<file path="config.mk">
export PLATFORM = sky130hd
export DESIGN_NAME = asct_serial_port
export DESIGN_NICKNAME = d
export VERILOG_FILES = /design/src/include/asct_pkg.sv /design/src/rtl/asct_serial_port.sv /design/src/rtl/asct_sclk_reset_det.sv
export SDC_FILE = /design/constraint.sdc
export NUM_CORES = 1
export LEC_CHECK = 0
export BUFFER_PORTS_ARGS = -buffer_cell sky130_fd_sc_hd__buf_2
export CAP_MARGIN = 20
export CORE_ASPECT_RATIO = 0.8
export CORE_MARGIN = 3
export CORE_UTILIZATION = 35
export DETAILED_ROUTE_END_ITERATION = 12
export GPL_TIMING_DRIVEN = 0
export SYNTH_ARGS = -nofsm -noshare
export SYNTH_HDL_FRONTEND = slang
export SYNTH_SLANG_ARGS = --single-unit
</file>
<file path="constraint.sdc">
create_clock -name clk -period 6.7 [get_ports clk]
set_input_delay 0.67 -clock clk [delete_from_list [all_inputs] [get_ports clk]]
set_output_delay 0.67 -clock clk [all_outputs]
set_load 0.02 [all_outputs]
</file>
<file path="src/include/asct_pkg.sv">
// shared constants and types for the serial command timing block
`default_nettype none
package asct_pkg;
   ////////////////////////////////////////////////////////////////////////////
   // clock and oscillator timing
   localparam int CLK_PERIOD_NS = 20;   // system clock, 50 mhz
   localparam int OSC_PERIOD_NS = 200;  // one oscillator period
   // cycles per oscillator period, rounded up so no window is shortened
   localparam int OSC_DIV_CYC   = (OSC_PERIOD_NS + CLK_PERIOD_NS - 1) / CLK_PERIOD_NS;
   localparam int DATA_PERIOD_OSC_DEF = 1024;  // conversion period in osc periods

   ////////////////////////////////////////////////////////////////////////////
   // serial-clock reset pattern windows, in oscillator periods
   localparam int              PW_W        = 12;
   localparam logic [PW_W-1:0] PW_MAX      = 12'hfff;
   localparam logic [PW_W-1:0] RST_HI1_MIN = 12'h12c;  // 300
   localparam logic [PW_W-1:0] RST_HI1_MAX = 12'h1f4;  // 500
   localparam logic [PW_W-1:0] RST_LO_MIN  = 12'h005;  // 5
   localparam logic [PW_W-1:0] RST_HI2_MIN = 12'h226;  // 550
   localparam logic [PW_W-1:0] RST_HI2_MAX = 12'h2ee;  // 750
   localparam logic [PW_W-1:0] RST_HI3_MIN = 12'h41a;  // 1050
   localparam logic [PW_W-1:0] RST_HI3_MAX = 12'h4e2;  // 1250

   ////////////////////////////////////////////////////////////////////////////
   // calibration, frame lengths, reset values
   localparam logic [3:0] CAL_PERIODS = 4'h7;
   localparam logic [4:0] RESULT_BITS = 5'h18;
   localparam logic [4:0] CONFIG_BITS = 5'h08;
   localparam logic [7:0] CONFIG_RST  = 8'h00;

   ////////////////////////////////////////////////////////////////////////////
   // command op codes
   localparam logic [7:0] OP_READ_RESULT           = 8'h01;
   localparam logic [7:0] OP_READ_RESULT_CONTINUOUS = 8'h03;
   localparam logic [7:0] OP_STOP_CONTINUOUS_READ  = 8'h0f;
   localparam logic [7:0] OP_READ_CONFIG_REGS      = 8'h10;
   localparam logic [7:0] OP_WRITE_CONFIG_REGS     = 8'h50;
   localparam logic [7:0] OP_INTERNAL_OFFSET_CAL   = 8'hf1;
   localparam logic [7:0] OP_INTERNAL_GAIN_CAL     = 8'hf2;
   localparam logic [7:0] OP_SYSTEM_OFFSET_CAL     = 8'hf3;
   localparam logic [7:0] OP_SYSTEM_GAIN_CAL       = 8'hf4;
   localparam logic [7:0] OP_SERIAL_RESET          = 8'hfe;

   ////////////////////////////////////////////////////////////////////////////
   // pin bundle and its bit positions
   typedef struct packed {
      logic reset_n;
      logic cs_n;
      logic sclk;
      logic din;
   } asct_pins_t;
   localparam int         PIN_RESET_N = 3;
   localparam int         PIN_CS_N    = 2;
   localparam int         PIN_SCLK    = 1;
   localparam int         PIN_DIN     = 0;
   localparam logic [3:0] PINS_IDLE   = 4'hc;

   typedef enum logic [2:0] {
      ASCT_CMD   = 3'h1,
      ASCT_WDATA = 3'h2,
      ASCT_RESP  = 3'h4
   } asct_phase_t;
endpackage : asct_pkg
`default_nettype wire

</file>
<file path="src/rtl/asct_serial_port.sv">
// serial command port of the converter with command timing
// Notes on behaviour
// - data out is released to high impedance as soon as chip select goes high.
// - a calibration takes 7 conversion periods and no command is taken meanwhile.
// - a reset pattern starts only with a first high pulse of 300 to 500 osc periods.
// - low gaps in the reset pattern last at least 5 osc periods and separate pulses.
// - the second high pulse lasts 550 to 750 osc periods or the pattern is dropped.
// - a third high pulse of 1050 to 1250 osc periods completes the pattern.
// - conversion ready goes low when a calibration completes.
// - a low level on the reset pin resets serial and configuration state.
`timescale 1ns/1ps
`default_nettype none
module asct_serial_port
   import asct_pkg::*;
#(
   parameter int DATA_PERIOD_OSC = DATA_PERIOD_OSC_DEF
)(
   input  wire logic        clk,
   input  wire logic        sys_rst,
   input  wire asct_pins_t  pins,
   input  wire logic [23:0] sample_data,
   output logic             dout,
   output logic             dout_oe,
   output logic             conversion_ready_n,
   output logic             cal_busy,
   output logic [7:0]       config_out
);
   if (DATA_PERIOD_OSC < 32 || DATA_PERIOD_OSC > 65536) begin : g_bad_period
      $error("DATA_PERIOD_OSC out of range");
   end

   typedef struct packed {
      logic [3:0]  s1;
      logic [3:0]  s2;
      logic [3:0]  s3;
      logic [3:0]  filt;
      logic        sclk_q;
      logic [7:0]  osc_cnt;
      logic        osc_tick;
      logic [15:0] per_cnt;
      asct_phase_t phase;
      logic [2:0]  bitcnt;
      logic [7:0]  shin;
      logic [23:0] shout;
      logic [4:0]  outcnt;
      logic        dout;
      logic        drive;
      logic [23:0] result;
      logic [7:0]  cfg;
      logic        cont;
      logic [3:0]  cal_left;
      logic        ready_n;
   } asct_main_st_t;

   localparam asct_main_st_t ST_RST = '{
      s1: PINS_IDLE, s2: PINS_IDLE, s3: PINS_IDLE, filt: PINS_IDLE,
      phase: ASCT_CMD, cfg: CONFIG_RST, ready_n: 1'b1, default: '0};

   asct_main_st_t st;
   asct_main_st_t next_st;
   logic          pattern_done;
   logic          sclk_rise;
   logic          boundary;
   logic          byte_done;
   logic [7:0]    byte_in;
   logic          pin_rst;

   assign sclk_rise = st.filt[PIN_SCLK] & ~st.sclk_q & ~st.filt[PIN_CS_N];
   assign boundary  = st.osc_tick && (st.per_cnt == 16'(DATA_PERIOD_OSC - 1));
   assign byte_done = sclk_rise && (st.bitcnt == 3'h7);
   assign byte_in   = {st.shin[6:0], st.filt[PIN_DIN]};
   assign pin_rst   = ~st.filt[PIN_RESET_N];

   ////////////////////////////////////////////////////////////////////////////
   // reset pattern watcher sees the filtered clock regardless of chip select
   asct_sclk_reset_det asct_sclk_reset_det_inst (
      .clk          (clk),
      .sys_rst      (sys_rst | pin_rst),
      .osc_tick     (st.osc_tick),
      .sclk         (st.filt[PIN_SCLK]),
      .pattern_done (pattern_done)
   );

   ////////////////////////////////////////////////////////////////////////////
   // next state
   always_comb begin
      next_st    = st;
      // three-stage synchronisers; a change counts once stages two and three agree
      next_st.s1 = pins;
      next_st.s2 = st.s1;
      next_st.s3 = st.s2;
      for (int i = 0; i < 4; i++) begin
         if (st.s2[i] == st.s3[i]) begin
            next_st.filt[i] = st.s3[i];
         end
      end
      next_st.sclk_q = st.filt[PIN_SCLK];

      // oscillator period tick and conversion period
      next_st.osc_tick = (st.osc_cnt == 8'(OSC_DIV_CYC - 1));
      next_st.osc_cnt  = next_st.osc_tick ? 8'h00 : st.osc_cnt + 8'h01;
      if (st.osc_tick) begin
         next_st.per_cnt = boundary ? 16'h0000 : st.per_cnt + 16'h0001;
      end

      // new conversion result; ready held high while calibrating
      if (boundary) begin
         next_st.result = sample_data;
         if (st.cal_left != 4'h0) begin
            next_st.cal_left = st.cal_left - 4'h1;
            next_st.ready_n  = (st.cal_left != 4'h1);
         end else begin
            next_st.ready_n = 1'b0;
            if (st.cont && st.phase == ASCT_CMD && st.bitcnt == 3'h0 && !st.filt[PIN_CS_N]) begin
               next_st.shout  = sample_data;
               next_st.outcnt = RESULT_BITS;
               next_st.phase  = ASCT_RESP;
            end
         end
      end

      // serial clock rising edge, chip selected
      if (sclk_rise) begin
         unique case (st.phase)
            ASCT_CMD: begin
               next_st.drive  = 1'b0;
               next_st.shin   = byte_in;
               next_st.bitcnt = st.bitcnt + 3'h1;
               // commands during calibration are dropped, not queued
               if (byte_done && st.cal_left == 4'h0) begin
                  unique case (byte_in)
                     OP_READ_RESULT: begin
                        next_st.shout   = st.result;
                        next_st.outcnt  = RESULT_BITS;
                        next_st.phase   = ASCT_RESP;
                        // a result landing in the same cycle keeps ready low
                        next_st.ready_n = ~boundary;
                     end
                     OP_READ_RESULT_CONTINUOUS: next_st.cont = 1'b1;
                     OP_STOP_CONTINUOUS_READ:   next_st.cont = 1'b0;
                     OP_READ_CONFIG_REGS: begin
                        next_st.shout  = {st.cfg, 16'h0000};
                        next_st.outcnt = CONFIG_BITS;
                        next_st.phase  = ASCT_RESP;
                     end
                     OP_WRITE_CONFIG_REGS: next_st.phase = ASCT_WDATA;
                     OP_INTERNAL_OFFSET_CAL, OP_INTERNAL_GAIN_CAL,
                     OP_SYSTEM_OFFSET_CAL, OP_SYSTEM_GAIN_CAL: begin
                        next_st.cal_left = CAL_PERIODS;
                        next_st.ready_n  = 1'b1;
                        next_st.cont     = 1'b0;
                     end
                     OP_SERIAL_RESET: begin
                        next_st.cont = 1'b0;
                        next_st.cfg  = CONFIG_RST;
                     end
                     default: next_st.phase = ASCT_CMD;  // unknown op ignored
                  endcase
               end
            end
            ASCT_WDATA: begin
               next_st.shin   = byte_in;
               next_st.bitcnt = st.bitcnt + 3'h1;
               if (byte_done) begin
                  next_st.cfg   = byte_in;
                  next_st.phase = ASCT_CMD;
               end
            end
            ASCT_RESP: begin
               next_st.dout   = st.shout[23];
               next_st.shout  = {st.shout[22:0], 1'b0};
               next_st.outcnt = st.outcnt - 5'h01;
               next_st.drive  = 1'b1;
               if (st.outcnt == 5'h01) begin
                  next_st.phase = ASCT_CMD;
               end
            end
         endcase
      end

      // chip select high ends any transfer and frees the output
      if (st.filt[PIN_CS_N]) begin
         next_st.phase  = ASCT_CMD;
         next_st.bitcnt = 3'h0;
         next_st.drive  = 1'b0;
      end

      // reset pattern: serial state and decoder back to idle
      if (pattern_done) begin
         next_st.phase  = ASCT_CMD;
         next_st.bitcnt = 3'h0;
         next_st.drive  = 1'b0;
         next_st.cont   = 1'b0;
         next_st.cfg    = CONFIG_RST;
      end

      // reset pin clears all but the synchronisers, which must see its release, and the osc_cnt/osc_tick divider
      if (pin_rst) begin
         next_st          = ST_RST;
         next_st.s1       = pins;
         next_st.s2       = st.s1;
         next_st.s3       = st.s2;
         next_st.filt     = st.filt;
         next_st.filt[PIN_RESET_N] = (st.s2[PIN_RESET_N] == st.s3[PIN_RESET_N]) ?
                                     st.s3[PIN_RESET_N] : st.filt[PIN_RESET_N];
         next_st.osc_cnt  = st.osc_cnt;
         next_st.osc_tick = st.osc_tick;
      end
   end

   always_ff @(posedge clk) begin
      if (sys_rst) begin
         st <= ST_RST;
      end else begin
         st <= next_st;
      end
   end

   ////////////////////////////////////////////////////////////////////////////
   // outputs; enable gated by the filtered select so release needs no clock edge
   assign dout               = st.dout;
   assign dout_oe            = st.drive & ~st.filt[PIN_CS_N];
   assign conversion_ready_n = st.ready_n;
   assign cal_busy           = (st.cal_left != 4'h0);
   assign config_out         = st.cfg;
endmodule : asct_serial_port
`default_nettype wire

</file>
<file path="src/rtl/asct_sclk_reset_det.sv">
// serial-clock reset pattern detector
`timescale 1ns/1ps
`default_nettype none
module asct_sclk_reset_det
   import asct_pkg::*;
(
   input  wire logic clk,
   input  wire logic sys_rst,
   input  wire logic osc_tick,
   input  wire logic sclk,
   output logic      pattern_done
);
   typedef struct packed {
      logic [1:0]      stage;
      logic [PW_W-1:0] hcnt;
      logic [PW_W-1:0] lcnt;
      logic            sclk_q;
      logic            done;
   } asct_det_st_t;

   asct_det_st_t st;
   asct_det_st_t next_st;
   logic         rise;
   logic         fall;
   logic         in1;
   logic         in2;
   logic         in3;

   assign rise = sclk & ~st.sclk_q;
   assign fall = ~sclk & st.sclk_q;
   assign in1  = (st.hcnt >= RST_HI1_MIN) && (st.hcnt <= RST_HI1_MAX);
   assign in2  = (st.hcnt >= RST_HI2_MIN) && (st.hcnt <= RST_HI2_MAX);
   assign in3  = (st.hcnt >= RST_HI3_MIN) && (st.hcnt <= RST_HI3_MAX);

   ////////////////////////////////////////////////////////////////////////////
   // width counters saturate so a stuck clock never wraps into a window
   always_comb begin
      next_st        = st;
      next_st.done   = 1'b0;
      next_st.sclk_q = sclk;
      if (sclk && osc_tick && st.hcnt != PW_MAX) begin
         next_st.hcnt = st.hcnt + 12'h001;
      end
      if (!sclk && osc_tick && st.lcnt != PW_MAX) begin
         next_st.lcnt = st.lcnt + 12'h001;
      end
      if (rise) begin
         next_st.hcnt = '0;
         if (st.lcnt < RST_LO_MIN) begin
            next_st.stage = 2'h0;
         end
      end
      if (fall) begin
         next_st.lcnt = '0;
         unique case (st.stage)
            2'h0: next_st.stage = in1 ? 2'h1 : 2'h0;
            2'h1: next_st.stage = in2 ? 2'h2 : (in1 ? 2'h1 : 2'h0);
            2'h2: begin
               next_st.stage = in1 ? 2'h1 : 2'h0;
               next_st.done  = in3;
            end
            default: next_st.stage = 2'h0;
         endcase
      end
   end

   always_ff @(posedge clk) begin
      if (sys_rst) begin
         st <= '{sclk_q: 1'b0, default: '0};
      end else begin
         st <= next_st;
      end
   end

   assign pattern_done = st.done;
endmodule : asct_sclk_reset_det
`default_nettype wire

</file>
Word-level counts from Yosys, hierarchy flattened:

Index checks and enable logic that the tools add are counted.

* output and inout port bits: 12
* register bits after elaboration: 153
* logic and storage cells: 182
* input port bits: 30

* add/sub/neg operators: 7
* equality and inequality tests: 29
* bitwise logic cells: 14
* mux-type cells: 52
* order comparisons: 7
* reductions and logical operators: 45

Operators with widths (count)
* two-way mux 29 bit: 4
* case mux 29 bit (2 select lines): 2
* two-way mux 113 bit: 1
* two-way mux 45 bit: 1
* two-way mux 14 bit: 3
* equality test 8 bit, second input constant: 5
* two-way mux 16 bit: 2
* adder 12 x 1 -> 12 bit, second input constant: 2
* two-way mux 24 bit: 1
* two-way mux 8 bit: 3
* != test 12 bit, second input constant: 2
* two-way mux 3 bit: 6
* two-way mux 6 bit: 3
* case mux 3 bit (3 select lines): 2
* adder 16 x 1 -> 16 bit, second input constant: 1
* equality test 16 x 10 -> 1 bit, second input constant: 1
* equality test 8 x 4 -> 1 bit, second input constant: 2
* case mux 8 bit (2 select lines): 1
* AND reduction 2 bit: 7
* logical AND 1 bit: 13
* >= comparator 12 x 10 -> 1 bit, second input constant: 1
* >= comparator 12 x 11 -> 1 bit, second input constant: 1
* >= comparator 12 x 9 -> 1 bit, second input constant: 1
* <= comparator 12 x 10 -> 1 bit, second input constant: 1
* 46 further kinds: 88

Longest topological paths before layout:

* depth after elaboration: 14
* depth in mapped cells: 9
* gate-level depth less buffers: 8

By module:

From an unflattened synthesis, not the netlist that was laid out.

* cell total of the unflattened synthesis: 847
* area total of the unflattened synthesis: 7213.2 µm²

By module, submodules not included
* asct_serial_port: seq. area each 2482.4 µm², area an instance 5690.5 µm², times used 1, cells each 661
* asct_sclk_reset_det: seq. area each 560.5 µm², area an instance 1522.7 µm², times used 1, cells each 186

Least setup slack after synthesis:

No wires, ideal clock.

* kind: reg-to-reg
* from: register st[83] (netlist name)
* to: register st[52] (netlist name)
* period minus slack after synthesis: 2.256 ns
* path buffers: 3
* arrival: 2.122 ns
* setup slack: 4.444 ns
* data required time: 6.566 ns
* setup time: 0.134 ns
* cell stages (with the launch flop): 10
* cells stage by stage: dfxtp_1 > ha_1 > nand3_1 > or4_4 > buf_6 > or3_4 > buf_6 > buf_6 > mux2i_1 > o22ai_1

* word-level cells in the longest chain between the ends: 7

Ends and longest elaborated chain
* from (decl): line asct_serial_port.sv:59 `asct_main_st_t st;`
* from (signal assigned): line asct_serial_port.sv:215 `st <= next_st;`
* equality test 16 x 10 -> 1 bit (*): line asct_serial_port.sv:69 `assign boundary = st.osc_tick && (st.per_cnt == 16'(DATA_PERIOD_OSC - 1));`
* logical AND 1 bit (*): line asct_serial_port.sv:69
* two-way mux 29 bit (*): line asct_serial_port.sv:107 `if (boundary) begin`
* case mux 29 bit (2 select lines): line asct_serial_port.sv:131 `unique case (byte_in)`
* two-way mux 29 bit: line asct_serial_port.sv:130 `if (byte_done && st.cal_left == 4'h0) begin`
* case mux 29 bit (2 select lines): line asct_serial_port.sv:124 `unique case (st.phase)`
* two-way mux 45 bit (*): line asct_serial_port.sv:123 `if (sclk_rise) begin`

Every way passes the cells marked *; elsewhere a longest branch is shown, timed or not.
A chain may end at the register's enable or synchronous reset.

Worst setup path in the final report:

* from: register st[80] (netlist name)
* to: register st[65] (netlist name)

* word-level cells in the longest chain between the ends: 11
* elaborated cells on any way between the ends: 12
* those cells by class: 2 x eq/ne; 7 x mux; 3 x reduce/logical

Ends and longest elaborated chain
* equality test 3 x 1 -> 1 bit: line asct_serial_port.sv:114, asct_serial_port.sv:124
* logical AND 1 bit (3 in a row): line asct_serial_port.sv:114 `if (st.cont && st.phase == ASCT_CMD && st.bitcnt == 3'h0 && !st.filt[PIN_CS_N]) begin`
* two-way mux 29 bit: line asct_serial_port.sv:114
* two-way mux 29 bit: line asct_serial_port.sv:109 `if (st.cal_left != 4'h0) begin`
* two-way mux 29 bit: line asct_serial_port.sv:107
* case mux 29 bit (2 select lines): line asct_serial_port.sv:131
* two-way mux 29 bit: line asct_serial_port.sv:130
* case mux 29 bit (2 select lines): line asct_serial_port.sv:124
* two-way mux 45 bit (*): line asct_serial_port.sv:123

Marked as above.

==> out/metrics.cfg <==
[logic_synthesis]
synthTopCellsByCount=dfxtp_1 (151), nand2_1 (87), nor2_1 (86)
synth_top_area_cell=dfxtp_1
syn_avg_cell_area_um2=8.59
synth_top_area_share_pct=42.9
synthArstFlopShare_pct=0
seq_area_frac_synth_pct=42.9
yosys_warnings=0
syn_nets=869
syn_inst=821
synth-edff-count=0
synth.top_cells.by_area=dfxtp_1 (43%), mux2i_1 (5.0%), nand2_1 (4.6%)
synth_cell_types=63
ys_dominant_reg_cell=dfxtp_1
yosysMostFrequentCell=dfxtp_1
synthesis.area_um2=7050
ys_seq_elements=151

[worst_setup_path]
r2r_slack_ps=3850
timing_worst_setup_path_type=flop to flop
crit_slowest_cell=nor3b_1
r2r_end=st[65]
crit_path_cell_trace=buf_2 -> nor3b_1 -> nand2_1 -> nand3_1 -> clkbuf_1 -> o22ai_1
cpPeakStageDelay_ps=860
cp_top_family=simple AND/OR/NAND/NOR gates
r2r-start=st[80]
cp.arrival_ps=3130
crit_buf_inv=2
start_kind=flop
crit_fanout=10
worst_setup_path_end_kind=flop
reg2regPathDepth=6
critPathRequiredTime_ps=6970

[worst_hold_path]
min_path_cells=1
holdPathEnd=st[119]
worstHoldStart=st[123]
hold_class=flop to flop

[drt]
vias=5825
drtAntennaViolNets=0
drt_pass1_iterations=5
detail_route.wl_per_cell_um=14.4
drt_wl_total_um=16600
drc_errors=0
drt_iter0_drc=383
viasPerCell=5.06

[timing]
finalSetupViolations=0
rsz0062_at_grt=no
drv_slew=0
max_freq_mhz=351
worst_slew_pin_slew_ps=1040
slew-limit-headroom_pct=30.3
min_period_ps=2850
skew_ps=7.70
setup_tns_ps=0
period_share_pct=42.6
hold_violations=0

[floorplanning]
initial_utilization_pct=36.4
rows=45
ioPinCount=42
fp.coreArea_um2=19400
die_w_um=165
dieArea_um2=21900
die_y_um=133

[finish]
syn2layout_area_growth_pct=15.9
fin_nets=930
drive_above_1_share_pct=11.9
n_antenna_cell=0
fin_area_um2=8170

[status]
status=finished, final reports clean

[global_route]
use_met2_pct=22.4
grt_start_max_net_pins=17
grt_pass1_vias=5480
grt-ovfl-total=0
grt.busiest_layer=met2
grt_pass1_wl_um=27400
grt_use_met3_pct=3.54
grt.met1_usage_pct=22.3
antenna_found_initial=0
globalRouteTotalUtil_pct=15.4

[clock_network]
clk_pin_slew_worst_paths_ps=60
clock_latency_ps=420
cts_made_buffers=17
cts_tree=built
ctsHoldBuffers=0
h-tree-depth=4
cts.repair.resized=0
cts_root_buf=clkbuf_16
cts_setup_buffers=0
cts_buffer_depth=2
cts_num_sinks=151

[power]
clock_power_share_pct=50.3
vdd_drop_max_mv=0.177
p_int_mw=1.50
power.switching_uw=412
p_leak_nw=3.13
switching_share_pct=21.6
p_total_mw=1.91
power.density_nw_per_um2=234
combinationalPowerShare_pct=2.3
seqPwrFrac_pct=47.4

[placement]
dp_hpwl_um=11500
portBuffers=41
gp_routability_congestion=0.857
postPlaceCellArea_um2=7580

[flow_run]
max-cap-violations=0

==> kinds of logic (layout without fill, tap and decap cells) <==
kind of cell             Yosys count  after routing  share of synthesized area, %
flip-flops                       151            151                          42.9
adder cells (fa/ha/maj)           18             18                          3.19
multiplexers                      36             36                          5.13
AO/OA/AOI/OAI                    159            159                          14.3
AND/OR/NAND/NOR                  329            329                          23.6
buffers and inverters             82            155                          5.27
XOR/XNOR                          46             46                          5.71
==> through the flow <==
stage | cells | worst slack (ps) | hold WS, ps | util (%)
floorplan | 821 | 4440 | 389 | -
global placement | 1120 | 3950 | 395 | 39.1
detailed placement | 1120 | 3930 | 395 | 39.1
CTS | 1151 | 3900 | 410 | 42.2
global route | 1152 | 3730 | 421 | 42.2
finish | 1152 | 3850 | 408 | 42.2
==> final cells by class <==
| type | count | area, um2 |
|---|---|---|
| timing repair buffer | 42 | 210 |
| fill | 1938 | 11200 |
| buffer | 59 | 285 |
| multi-input combinational | 588 | 3660 |
| inverter | 23 | 86.3 |
| clock buffer | 17 | 425 |
| tap | 258 | 323 |
| clock inverter | 14 | 160 |
| sequential | 151 | 3020 |
==> worst reg2reg max path: cells and delay by family, from the launching register on <==
kind	cells	cell delay (ps)
and+or+nand+nor	3	1640
DFF	1	290
AOI/OAI and AO/OA	1	150
buffers and inverters	2	630
==> power by group through the flow <==
stage | Sequential, mW | Combinational (mW) | Clock (mW)
6_report | 0.906 | 0.0442 | 0.960
5_1_grt | 0.906 | 0.0492 | 1.02
4_1_cts | 0.905 | 0.0447 | 0.979
3_5_place_dp | 0.926 | 0.0442 | 0
3_3_place_gp | 0.926 | 0.0443 | 0
2_1_floorplan | 0.925 | 0.0230 | 0
==> worst max path at each step <==
stage / startpoint / end / slack [ps] / cells after the start
CTS: st[80] / st[50] / 3900 / 6
detailed placement: st[80] / st[50] / 3930 / 6
finish: st[80] / st[65] / 3850 / 6
floorplan: st[83] / st[52] / 4440 / 9
global placement: st[80] / st[51] / 3950 / 6
global route: st[1] / st[48] / 3730 / 9
==> flip-flops by register name (all words and copies together) (netlist names), named ones only <==
signal,cells
asct_sclk_reset_det_inst.pattern_done,1
byte_in,8
dout,1
st,105
asct_sclk_reset_det_inst.st,26
conversion_ready_n,1
config_out,8
==> routing by layer <==
layer | share of wire [%] | wire (um)
met1 | 52 | 8710
met2 | 42 | 7030
met3 | 4.3 | 709
met4 | 0.91 | 151
met5 | 0 | 0
==> cell usage in the layout (no fill, tap or decap), types with 14 or more instances in the layout <==
master	synthesis	layout
inv_1	23	23
o22ai_1	23	23
nand2b_1	14	14
nand2_1	87	87
dfxtp_1	151	151
nand3_1	20	20
a21oi_1	57	57
o21ai_0	15	15
ha_1	18	18
buf_2	3	44
nand4_1	26	26
nor3_1	19	19
clkbuf_16	0	17
xnor2_1	23	23
and3_1	14	14
clkbuf_1	40	40
a22oi_1	15	15
mux2i_1	35	35
xor2_1	23	23
nor2_1	86	86
nor2b_1	14	14
(Power assumes the default switching activity.)
